===== config.mk =====
export PLATFORM = sky130hd
export DESIGN_NAME = acc_top
export DESIGN_NICKNAME = d
export VERILOG_FILES = /design/src/verilog/acc_pkg.sv /design/src/verilog/acc_sync.sv /design/src/verilog/acc_edge.sv /design/src/verilog/acc_top.sv
export SDC_FILE = /design/constraint.sdc
export NUM_CORES = 1
export LEC_CHECK = 0
export ABC_CLOCK_PERIOD_IN_PS = 4650
export BUFFER_PORTS_ARGS = -buffer_cell sky130_fd_sc_hd__buf_2
export CORE_ASPECT_RATIO = 1.1
export CORE_MARGIN = 2
export CORE_UTILIZATION = 40
export CTS_CLUSTER_SIZE = 16
export DETAILED_ROUTE_END_ITERATION = 8
export PLACE_DENSITY = 0.79
export SLEW_MARGIN = 15
export SYNTH_ARGS = -nofsm -noshare
export SYNTH_HDL_FRONTEND = slang
export SYNTH_SLANG_ARGS = --single-unit

===== constraint.sdc =====
create_clock -name mclk -period 4.65 [get_ports mclk]
set_input_delay 0.465 -clock mclk [delete_from_list [all_inputs] [get_ports mclk]]
set_output_delay 0.465 -clock mclk [all_outputs]
set_load 0.01 [all_outputs]

===== src/verilog/acc_pkg.sv =====
// Constants for the comparator control block: register map, field
// positions, reset values and selector codes.
// Assumes a byte-wide register port with word offsets chosen locally.
package acc_pkg;
   localparam logic [1:0] ADDR_CONVERTER_CSB = 2'h0;
   localparam logic [1:0] ADDR_CMP_CSR = 2'h1;
   localparam logic [1:0] ADDR_DIN_DISABLE = 2'h2;
   localparam logic [1:0] ADDR_HOST_CTRL = 2'h3;
   localparam logic [7:0] CONVERTER_CSB_RESET = 8'h00;
   localparam logic [7:0] CMP_CSR_RESET = 8'h00;
   localparam logic [7:0] DIN_DISABLE_RESET = 8'h00;
   localparam logic [7:0] CONVERTER_CSB_WMASK = 8'h77;
   localparam logic [7:0] CMP_CSR_WMASK = 8'hcf;
   // Converter control/status B fields
   localparam int MUX_ENABLE_BIT = 6;
   localparam int REF_DIV_LO_BIT = 4;
   // Comparator control/status fields
   localparam int POWER_OFF_BIT = 7;
   localparam int INT_REF_BIT = 6;
   localparam int RESULT_BIT = 5;
   localparam int FLAG_BIT = 4;
   localparam int IRQ_EN_BIT = 3;
   localparam int CAPTURE_BIT = 2;
   localparam int MODE_LO_BIT = 0;
   // Digital input disable fields
   localparam int POS_OFF_BIT = 7;
   localparam int NEG_OFF_BIT = 6;
   // Event modes
   typedef enum logic [1:0] {
      ACC_MODE_TOGGLE = 2'b00,
      ACC_MODE_RSVD = 2'b01,
      ACC_MODE_FALL = 2'b10,
      ACC_MODE_RISE = 2'b11
   } acc_mode_t;
   localparam logic [1:0] REFS_INTERNAL_256 = 2'b11;
   localparam logic [4:0] CHANNEL_MAX = 5'h0a;
   localparam int NUM_CHANNELS = 11;
   localparam int ANALOG_WIDTH = 12;
endpackage


===== src/verilog/acc_sync.sv =====
// Two-flop synchroniser for the asynchronous comparator result.
// Assumes the input is a level from outside the mclk domain.
`timescale 1ns/100ps
module acc_sync (
   // Clocking
   input wire logic mclk,
   input wire logic sys_rst,
   input wire logic clkEn,
   // Data
   input wire logic asyncIn,
   output logic syncOut
);
   logic stageOne;
   always_ff @(posedge mclk or posedge sys_rst) begin
      if (sys_rst) begin
         stageOne <= 1'b0;
         syncOut <= 1'b0;
      end else if (clkEn) begin
         stageOne <= asyncIn;
         syncOut <= stageOne;
      end
   end
endmodule


===== src/verilog/acc_edge.sv =====
// Edge classifier for the synchronised comparator result.
// Assumes the input is already in the mclk domain.
`timescale 1ns/100ps
module acc_edge
   import acc_pkg::*;
(
   // Clocking
   input wire logic mclk,
   input wire logic sys_rst,
   input wire logic clkEn,
   // Control
   input wire acc_pkg::acc_mode_t mode,
   input wire logic level,
   // Result
   output logic hit
);
   logic prevLevel;
   logic rise;
   logic fall;
   always_ff @(posedge mclk or posedge sys_rst) begin
      if (sys_rst) begin
         prevLevel <= 1'b0;
      end else if (clkEn) begin
         prevLevel <= level;
      end
   end
   assign rise = level & ~prevLevel;
   assign fall = ~level & prevLevel;
   always_comb begin
      unique case (mode)
         ACC_MODE_TOGGLE: hit = rise | fall;
         ACC_MODE_RSVD: hit = 1'b0;
         ACC_MODE_FALL: hit = fall;
         ACC_MODE_RISE: hit = rise;
      endcase
   end
endmodule


===== src/verilog/acc_top.sv =====
// Comparator control: input selection, power-down, result sync,
// event flag, interrupt, capture routing and pin input disable.
// Assumes a byte register port, analog levels as unsigned codes.
//
// Functional notes
// - Result is high when selected positive input exceeds negative input.
// - Raw result crosses two flops before the readable result bit.
// - Mode 00 toggle, 01 reserved, 10 falling, 11 rising edge.
// - Hardware sets the event flag on the chosen edge of the result.
// - Flag clears on vector acknowledge or writing one; zero is ignored.
// - Interrupt requested only with flag, enable and global enable set.
// - Power-off bit stops the comparator at any time.
// - Capture routing bit connects the result to timer capture.
// - Mux enable with converter off picks channel 0..10 as positive.
// - Internal reference select swaps negative pin for divided reference.
// - With reference field 11 the divide field picks full to eighth.
// - Pin input-disable bits force the matching port input to zero.
`timescale 1ns/100ps
module acc_top
   import acc_pkg::*;
(
   // Clock and reset
   input wire logic mclk,
   input wire logic sys_rst,
   input wire logic clkEn,
   // Register port
   input wire logic [1:0] regAddr,
   input wire logic [7:0] regWdata,
   input wire logic regWr,
   input wire logic regRd,
   output logic [7:0] regRdata,
   // CPU side
   input wire logic globalIrqEnable,
   input wire logic irqAck,
   output logic cmpIrq,
   // Converter state
   input wire logic converterEnable,
   input wire logic [4:0] channelSelect,
   input wire logic [1:0] referenceSourceField,
   // Analog levels, modelled as codes
   input wire logic [acc_pkg::ANALOG_WIDTH-1:0] positivePin,
   input wire logic [acc_pkg::ANALOG_WIDTH-1:0] negativePin,
   input wire logic [acc_pkg::ANALOG_WIDTH-1:0] channelLevel
      [acc_pkg::NUM_CHANNELS],
   input wire logic [acc_pkg::ANALOG_WIDTH-1:0] internalRef,
   // Pin digital inputs
   input wire logic positivePinDigital,
   input wire logic negativePinDigital,
   output logic positivePinRead,
   output logic negativePinRead,
   // Timer capture and comparator power status
   output logic captureIn,
   output logic cmpPowered
);
   import acc_pkg::*;

   logic [7:0] convCsb;
   logic [7:0] cmpCtrl;
   logic [7:0] dinDisable;
   logic eventFlag;
   logic rawResult;
   logic syncResult;
   logic edgeHit;
   logic [ANALOG_WIDTH-1:0] posLevel;
   logic [ANALOG_WIDTH-1:0] negLevel;
   logic [ANALOG_WIDTH-1:0] divRef;
   logic [1:0] divSel;
   logic posSync1;
   logic posSync2;
   logic negSync1;
   logic negSync2;
   logic wrCsb;
   logic wrCtrl;
   logic wrDin;
   logic next_eventFlag;
   logic validRef;

   assign wrCsb = clkEn & regWr & (regAddr == ADDR_CONVERTER_CSB);
   assign wrCtrl = clkEn & regWr & (regAddr == ADDR_CMP_CSR);
   assign wrDin = clkEn & regWr & (regAddr == ADDR_DIN_DISABLE);
   assign divSel = convCsb[REF_DIV_LO_BIT +: 2];

   // Control registers
   always_ff @(posedge mclk or posedge sys_rst) begin
      if (sys_rst) begin
         convCsb <= CONVERTER_CSB_RESET;
      end else if (wrCsb) begin
         convCsb <= regWdata & CONVERTER_CSB_WMASK;
      end
   end

   // Flag and result bits of this word live elsewhere
   always_ff @(posedge mclk or posedge sys_rst) begin
      if (sys_rst) begin
         cmpCtrl <= CMP_CSR_RESET;
      end else if (wrCtrl) begin
         cmpCtrl <= regWdata & CMP_CSR_WMASK;
      end
   end

   always_ff @(posedge mclk or posedge sys_rst) begin
      if (sys_rst) begin
         dinDisable <= DIN_DISABLE_RESET;
      end else if (wrDin) begin
         dinDisable <= regWdata;
      end
   end

   // Positive input choice
   always_comb begin
      posLevel = positivePin;
      if (convCsb[MUX_ENABLE_BIT] && !converterEnable &&
          channelSelect <= CHANNEL_MAX) begin
         posLevel = channelLevel[channelSelect[3:0]];
      end
   end

   // Reference divider: full, half, quarter, eighth
   assign divRef = internalRef >> divSel;
   assign validRef = (referenceSourceField == REFS_INTERNAL_256);

   always_comb begin
      negLevel = negativePin;
      if (cmpCtrl[INT_REF_BIT]) begin
         // Reserved reference fields give no usable level
         negLevel = validRef ? divRef : '1;
      end
   end

   // Comparison; held low while powered off
   assign rawResult = !cmpCtrl[POWER_OFF_BIT] &&
      (posLevel > negLevel);

   acc_sync u_sync (
      .mclk(mclk),
      .sys_rst(sys_rst),
      .clkEn(clkEn),
      .asyncIn(rawResult),
      .syncOut(syncResult)
   );

   acc_edge u_edge (
      .mclk(mclk),
      .sys_rst(sys_rst),
      .clkEn(clkEn),
      .mode(acc_mode_t'(cmpCtrl[MODE_LO_BIT +: 2])),
      .level(syncResult),
      .hit(edgeHit)
   );

   // Set wins over both clears
   always_comb begin
      next_eventFlag = eventFlag;
      if (irqAck) begin
         next_eventFlag = 1'b0;
      end
      if (wrCtrl && regWdata[FLAG_BIT]) begin
         next_eventFlag = 1'b0;
      end
      if (edgeHit) begin
         next_eventFlag = 1'b1;
      end
   end

   always_ff @(posedge mclk or posedge sys_rst) begin
      if (sys_rst) begin
         eventFlag <= 1'b0;
      end else if (clkEn) begin
         eventFlag <= next_eventFlag;
      end
   end

   always_ff @(posedge mclk or posedge sys_rst) begin
      if (sys_rst) begin
         cmpIrq <= 1'b0;
      end else if (clkEn) begin
         cmpIrq <= next_eventFlag & cmpCtrl[IRQ_EN_BIT] &
            globalIrqEnable;
      end
   end

   // Capture feed is gated, no path when routing is off
   always_ff @(posedge mclk or posedge sys_rst) begin
      if (sys_rst) begin
         captureIn <= 1'b0;
         cmpPowered <= 1'b0;
      end else if (clkEn) begin
         captureIn <= syncResult & cmpCtrl[CAPTURE_BIT];
         cmpPowered <= !cmpCtrl[POWER_OFF_BIT];
      end
   end

   // Pin reads: synchronised, then forced low when buffer is off
   always_ff @(posedge mclk or posedge sys_rst) begin
      if (sys_rst) begin
         posSync1 <= 1'b0;
         posSync2 <= 1'b0;
         negSync1 <= 1'b0;
         negSync2 <= 1'b0;
         positivePinRead <= 1'b0;
         negativePinRead <= 1'b0;
      end else if (clkEn) begin
         posSync1 <= positivePinDigital;
         posSync2 <= posSync1;
         negSync1 <= negativePinDigital;
         negSync2 <= negSync1;
         positivePinRead <= posSync2 & ~dinDisable[POS_OFF_BIT];
         negativePinRead <= negSync2 & ~dinDisable[NEG_OFF_BIT];
      end
   end

   // Read port, data one cycle after the strobe
   always_ff @(posedge mclk or posedge sys_rst) begin
      if (sys_rst) begin
         regRdata <= 8'h00;
      end else if (clkEn) begin
         regRdata <= 8'h00;
         if (regRd) begin
            unique case (regAddr)
               ADDR_CONVERTER_CSB: regRdata <= convCsb;
               ADDR_CMP_CSR: regRdata <= cmpCtrl |
                  ({7'h00, syncResult} << RESULT_BIT) |
                  ({7'h00, eventFlag} << FLAG_BIT);
               ADDR_DIN_DISABLE: regRdata <= dinDisable;
               ADDR_HOST_CTRL: regRdata <= 8'h00;
            endcase
         end
      end
   end

   // Event flag
   chk_flag_sets: assert property (
      @(posedge mclk) disable iff (sys_rst)
      clkEn && edgeHit |=> eventFlag)
      else $error("event flag not set after edge");
   chk_flag_quiet: assert property (
      @(posedge mclk) disable iff (sys_rst)
      clkEn && !edgeHit && !eventFlag |=> !eventFlag)
      else $error("event flag set without an edge");
   chk_flag_clears: assert property (
      @(posedge mclk) disable iff (sys_rst)
      clkEn && irqAck && !edgeHit |=> !eventFlag)
      else $error("event flag not cleared by acknowledge");
   chk_flag_w1c: assert property (
      @(posedge mclk) disable iff (sys_rst)
      wrCtrl && regWdata[FLAG_BIT] && !edgeHit |=> !eventFlag)
      else $error("event flag not cleared by writing one");
   chk_flag_zero: assert property (
      @(posedge mclk) disable iff (sys_rst)
      wrCtrl && !regWdata[FLAG_BIT] && !irqAck && eventFlag |=> eventFlag)
      else $error("event flag cleared by writing zero");

   // Edge selection
   chk_rise_only: assert property (
      @(posedge mclk) disable iff (sys_rst)
      cmpCtrl[MODE_LO_BIT +: 2] == ACC_MODE_RISE && edgeHit |-> syncResult)
      else $error("rising mode hit on falling edge");
   chk_fall_only: assert property (
      @(posedge mclk) disable iff (sys_rst)
      cmpCtrl[MODE_LO_BIT +: 2] == ACC_MODE_FALL && edgeHit |-> !syncResult)
      else $error("falling mode hit on rising edge");
   chk_rsvd_quiet: assert property (
      @(posedge mclk) disable iff (sys_rst)
      cmpCtrl[MODE_LO_BIT +: 2] == ACC_MODE_RSVD |-> !edgeHit)
      else $error("reserved mode produced an edge hit");
   // Toggle mode hits whenever the synchronised result moved
   chk_toggle_hit: assert property (
      @(posedge mclk) disable iff (sys_rst)
      clkEn ##1 ($changed(syncResult) &&
      cmpCtrl[MODE_LO_BIT +: 2] == ACC_MODE_TOGGLE) |-> edgeHit)
      else $error("toggle mode missed a result change");

   // Interrupt request, set on the same edge as the flag
   chk_irq_gate: assert property (
      @(posedge mclk) disable iff (sys_rst)
      clkEn && !cmpCtrl[IRQ_EN_BIT] |=> !cmpIrq)
      else $error("interrupt while its enable is clear");
   chk_irq_global: assert property (
      @(posedge mclk) disable iff (sys_rst)
      clkEn && !globalIrqEnable |=> !cmpIrq)
      else $error("interrupt while global enable is clear");
   chk_irq_flag: assert property (
      @(posedge mclk) disable iff (sys_rst)
      clkEn && !eventFlag && !edgeHit |=> !cmpIrq)
      else $error("interrupt without event flag");
   chk_irq_raise: assert property (
      @(posedge mclk) disable iff (sys_rst)
      clkEn && eventFlag && cmpCtrl[IRQ_EN_BIT] && globalIrqEnable &&
      !irqAck && !wrCtrl |=> cmpIrq)
      else $error("interrupt missing with flag and enables set");

   // Result path and power
   chk_sync_delay: assert property (
      @(posedge mclk) disable iff (sys_rst)
      clkEn ##1 (clkEn && $stable(rawResult)) ##1
      (clkEn && $stable(rawResult)) |-> syncResult == rawResult)
      else $error("result not synchronised in two cycles");
   chk_result_read: assert property (
      @(posedge mclk) disable iff (sys_rst)
      clkEn && regRd && regAddr == ADDR_CMP_CSR |=>
      regRdata[RESULT_BIT] == $past(syncResult))
      else $error("result bit read differs from synchronised result");
   chk_power_off: assert property (
      @(posedge mclk) disable iff (sys_rst)
      cmpCtrl[POWER_OFF_BIT] |-> !rawResult)
      else $error("result active while powered off");
   chk_powered_out: assert property (
      @(posedge mclk) disable iff (sys_rst)
      clkEn |=> cmpPowered == !$past(cmpCtrl[POWER_OFF_BIT]))
      else $error("power status does not follow power-off bit");

   // Input selection
   chk_pos_pin: assert property (
      @(posedge mclk) disable iff (sys_rst)
      !convCsb[MUX_ENABLE_BIT] || converterEnable |-> posLevel == positivePin)
      else $error("positive pin not selected");
   chk_neg_pin: assert property (
      @(posedge mclk) disable iff (sys_rst)
      !cmpCtrl[INT_REF_BIT] |-> negLevel == negativePin)
      else $error("negative pin not selected");
   chk_ref_eighth: assert property (
      @(posedge mclk) disable iff (sys_rst)
      cmpCtrl[INT_REF_BIT] && validRef && divSel == 2'b11 |->
      negLevel == (internalRef >> 3))
      else $error("eighth reference level wrong");

   // Capture routing and pin buffers
   chk_capture_off: assert property (
      @(posedge mclk) disable iff (sys_rst)
      !cmpCtrl[CAPTURE_BIT] && clkEn |=> !captureIn)
      else $error("capture fed while routing off");
   chk_capture_on: assert property (
      @(posedge mclk) disable iff (sys_rst)
      cmpCtrl[CAPTURE_BIT] && clkEn |=> captureIn == $past(syncResult))
      else $error("capture does not follow result while routed");
   chk_pin_off: assert property (
      @(posedge mclk) disable iff (sys_rst)
      dinDisable[POS_OFF_BIT] && clkEn |=> !positivePinRead)
      else $error("disabled pin reads high");
   chk_neg_off: assert property (
      @(posedge mclk) disable iff (sys_rst)
      dinDisable[NEG_OFF_BIT] && clkEn |=> !negativePinRead)
      else $error("disabled negative pin reads high");

   // Nothing moves while the clock enable is low
   chk_clk_freeze: assert property (
      @(posedge mclk) disable iff (sys_rst)
      !clkEn |=> $stable(eventFlag) && $stable(cmpCtrl) && $stable(dinDisable))
      else $error("state moved while clock enable low");
endmodule


# Yosys cells after proc, flatten, opt, wreduce, memory -nomap -nowiden

Cells that the tools add are included.

Magnitude comparators: 3
Equal/unequal tests: 7
Shift-type cells: 1
Mux-type cells: 12
Bitwise logic cells: 19
Reductions and logical operators: 8

Operators with widths:

| cell               | count |
|---|---|
| $mux 12            | 5 |
| $bmux 12 s4        | 1 |
| $pmux 8 s4         | 1 |
| $gt 12x12->1       | 1 |
| $shr 12x2->12      | 1 |
| $and 1x1->1        | 11 |
| $eq 2x2->1 const B | 5 |
| $mux 8             | 1 |
| $or 8x5->8         | 1 |
| $or 8x6->8         | 1 |
| $ge 5x5->1 const B | 1 |
| $le 5x4->1 const B | 1 |
| $not 4->5          | 1 |
| $eq 2x1->1 const B | 2 |
| $logic_and 1x1->1  | 4 |
| $logic_not 2->1    | 2 |
| $not 1->1          | 4 |
| $pmux 1 s4         | 1 |
| $mux 1             | 3 |
| $logic_not 1->1    | 2 |
| $or 1x1->1         | 1 |

Bits in registers: 41
Input bits: 195
Output and inout bits: 13
Word-level logic and storage cells: 67

# Longest topological paths before layout

Depth in word-level cells: 7
Mapped depth: 12
Gate-level depth less buffers: 9

# Modules after synthesis

From an unflattened synthesis, not the netlist that was laid out.

Cell total of the unflattened synthesis: 353
Area total of the unflattened synthesis: 3749.8 um^2

Modules (own cells, without submodules):

| module   | instances | cells an instance | area each (um^2) | seq. area each (um^2) |
|---|---|---|---|---|
| acc_top  | 1         | 336               | 3565.9           | 950.9 |
| acc_edge | 1         | 12                | 107.6            | 25.0 |
| acc_sync | 1         | 5                 | 76.3             | 50.0 |

# Worst setup path before layout

No wires, ideal clock.

Path kind: in2reg
Start: in channelSelect[0]
End: reg u_sync.stageOne
Setup time: 0.090 ns
Arrival time: 2.532 ns
Required time: 4.560 ns
Setup slack: 2.028 ns
Stages on the path: 10
Buffers on the path: 2
Cell sequence: buf_6 > buf_8 > mux4_2 > a21oi_1 > a21oi_1 > ha_1 > and4_1 > a311o_1 > a211o_1 > o221ai_1

Word-level cells in the longest chain between the ends: 7
Elaborated cells between the ends (all ways): 9
Those cells by class: order compare: 2; mux: 4; bitwise: 1; reduce/logical: 2

RTL lines:

| item                                        | line           | RTL |
|---|---|---|
| from (decl)                                 | acc_top.sv:38  | `input wire logic [4:0] channelSelect,` |
| $not 4->5 (not written as such)             | acc_top.sv:114 | `posLevel = channelLevel[channelSelect[3:0]];` |
| $bmux 12 s4                                 | acc_top.sv:114 |  |
| $mux 12 (not written as such) (2 in series) | acc_top.sv:114 |  |
| $mux 12 (*)                                 | acc_top.sv:112 | `if (convCsb[MUX_ENABLE_BIT] && !converterEnable &&` |
| $gt 12x12->1 (*)                            | acc_top.sv:132 | `(posLevel > negLevel);` |
| $logic_and 1x1->1 (*)                       | acc_top.sv:131 | `assign rawResult = !cmpCtrl[POWER_OFF_BIT] &&` |
| to (signal assigned)                        | acc_sync.sv:19 | `stageOne <= asyncIn;` |
| to (decl)                                   | acc_sync.sv:13 | `logic stageOne;` |

Mark *: on every way between the ends. The rest lies on a longest branch, timed or not. The select of a mux whose other input is x is not followed.
A chain may end at the register's enable or synchronous reset.

# Final worst setup path

Ends and elaborated chain as after synthesis.

==> impl_metrics.ini <==
[global_routing]
grt_pass1_wl_um = 18000
overflow = 0
grt_start_max_net_pins = 42
grt_use_total_pct = 23.2
antenna_found_initial = 0
grt_pass1_vias = 3691

[routing]
vias = 3596
drtAntennaViolNets = 0
first_iter_violations = 138
wl_per_cell_um = 17.9
drt_pass1_iterations = 4
vias_per_cell = 5.60
wl_um = 11500
drc = 0

[clocking]
postCtsHoldBufs = 0
numCtsBuffers = 5
h-tree-depth = 2
clockBufferDepth = 2
postCtsSetupBuffers = 0
clk_latency_ns = 0.29
cts_resized = 0
cts_tree = built
clk_pin_slew_ns = 0.08
cts-root-buf = clkbuf_8
clkSinkCount = 41

[setup_path]
cp-start-kind = input pin
worstPathArrival_ns = 3.36
endpoint_kind = flip-flop
path_max_fanout = 28
required_ns = 4.85
critical_path_class = input pin to flip-flop

[finish]
layout-drive-gt1-share_pct = 53.4
layout_commonest_cell = buf_2
multi_input_area_sq_um = 2380
fin_area_sq_um = 4760
nets = 736
antenna_cells = 0
fill_cells = 809
final_cell_mix = buf_2 (207), dfrtp_1 (41), mux4_2 (32)
area_growth_pct = 30.5
utilization_pct = 53.6
regArea_sq_um = 1030

[pwr]
swShare_pct = 33.8
irDropWorstVdd_v = 0.000120
clkPwrFrac_pct = 19.0
p_per_area_nw_per_um2 = 250
power_frac_comb_pct = 39.5
p_int_uw = 788
total_power_uw = 1190
p_leak_uw = 0.00230
p_switching_uw = 402
p_seq_share_pct = 41.5

[timing]
drv_slew = 0
final.setup.tns_ns = 0
period_minus_slack_ns = 3.15
rsz0062_at_grt = no
setup_viol = 0
hold_viol_final = 0
slew_headroom_pct = 46.3
fin_crit_sh_pct = 67.8
fin_worst_skew_ns = 0.00927
fmax_ghz = 0.317
hold_ws_ns = 0.282
worstMarginPinSlew_ns = 0.806

[synthesis]
yosys_warnings = 0
ys_ff_latch = 41
syn_area_per_cell_sq_um = 10.9
synth_edf_count = 0
synth_nets = 545
async_flop_share_pct = 100
syn_area_sq_um = 3650
ys_seq_area_share_pct = 28.1
syn_inst = 336
synth_top_flop_cell = dfrtp_1
synthDistinctLibCells = 41

[placement]
placed_area_sq_um = 4670
gp_congestion = 0.926
hpwl_um = 9660
io_buffer_count = 207

[worst_hold_path]
hp-class = input pin to async pin

[die]
die_x_um = 95.0
die_h_um = 104
initial_core_util_pct = 41.1
die_area_sq_um = 9900
pin_count = 208
rows = 36
core-area_sq_um = 8870

[flow_run]
drv_cap = 0

[run_status]
status = finished clean
routing by layer:
| layer | global-route usage [%] | vias up | share of wire [%] |
|---|---|---|---|
| met5 | 0 | - | 0 |
| met2 | 39.5 | 170 | 50 |
| li1 | - | 1691 | - |
| met4 | 6.42 | 0 | 2.0 |
| met1 | 30.6 | 1713 | 41 |
| met3 | 3.41 | 22 | 6.5 |
flip-flops by register name, indices dropped and copies added, names as in the netlist, 6 cells and up:
signal,count
cmpCtrl,6
convCsb,6
dinDisable,8
regRdata,8
worst paths after layout:
path                                          from  slack (ns)  cells after the start              end
worst max-delay path              channelSelect[0]        1.50                     10  u_sync.stageOne
worst min-delay path                       sys_rst        0.28                      3      regRdata[5]
worst max register to register          convCsb[4]        1.81                      7  u_sync.stageOne
worst min register to register       dinDisable[6]        0.51                      1  negativePinRead
max in group asynchronous                  sys_rst        4.01                      3       convCsb[4]
min in group mclk               negativePinDigital        0.41                      2         negSync1
metrics by stage:
step	worst slack (ns)	instances
2_1_floorplan	2.03	336
3_3_place_gp	1.28	634
3_5_place_dp	1.17	634
4_1_cts	1.49	642
5_1_grt	1.29	642
6_report	1.50	642
cell usage after synthesis (2+ instances only):
master     instances  area, sq um
a211o_1            6         52.6
a211oi_1           4         30.0
a21oi_1           23          115
a22oi_1            2         15.0
a2bb2oi_1          6         52.6
and2b_1            2         15.0
and4_1             3         26.3
buf_2              9         45.0
buf_4              2         15.0
buf_6              6         67.6
clkbuf_1           6         22.5
dfrtp_1           41         1030
ha_1              14          175
inv_1             18         67.6
mux2_2            26          293
mux2i_1           25          250
mux4_2            32          721
nand2_1           17         63.8
nand2b_1           2         12.5
nand3_1           11         55.1
nor2_1            22         82.6
nor2b_1            5         31.3
o211ai_1           7         52.6
o21ai_0            4         20.0
o22ai_1           21          131
o2bb2ai_1          7         61.3
cell type report:
class                   instances  share of cell area, %
multi-input cells             252                   50.1
repair buffers                209                   22.1
flip-flops and latches         41                   21.6
well taps                     114                   3.00
clock buffers                   5                   1.45
inverters                      18                   1.42
clock inverters                 3                  0.368
power groups by stage:
stage	registers (uW)	clock network, uW	logic (uW)
after CTS	494	232	471
after global routing	507	246	516
after detailed placement	502	0	468
final	494	226	470
after global placement	495	0	453
after floorplan	469	0	331
worst max-delay path, cell delays in order:
cell	delay, ns
buf_2	0.52
buf_4	0.35
mux4_2	0.53
mux2i_1	0.15
o211ai_1	0.11
ha_1	0.34
and4_1	0.21
a311o_1	0.37
a211o_1	0.23
o221ai_1	0.07
kinds of logic after synthesis:
kind of cell | count (synthesis) | share of synthesized area (%)
AO/OA/AOI/OAI | 89 | 17.2
AND/OR/NAND/NOR | 66 | 8.72
buffers and inverters | 43 | 6.49
multiplexers | 83 | 34.7
adder cells (fa/ha/maj) | 14 | 4.80
flip-flops | 41 | 28.1
No activity file was read; power rests on OpenSTA's default activity.
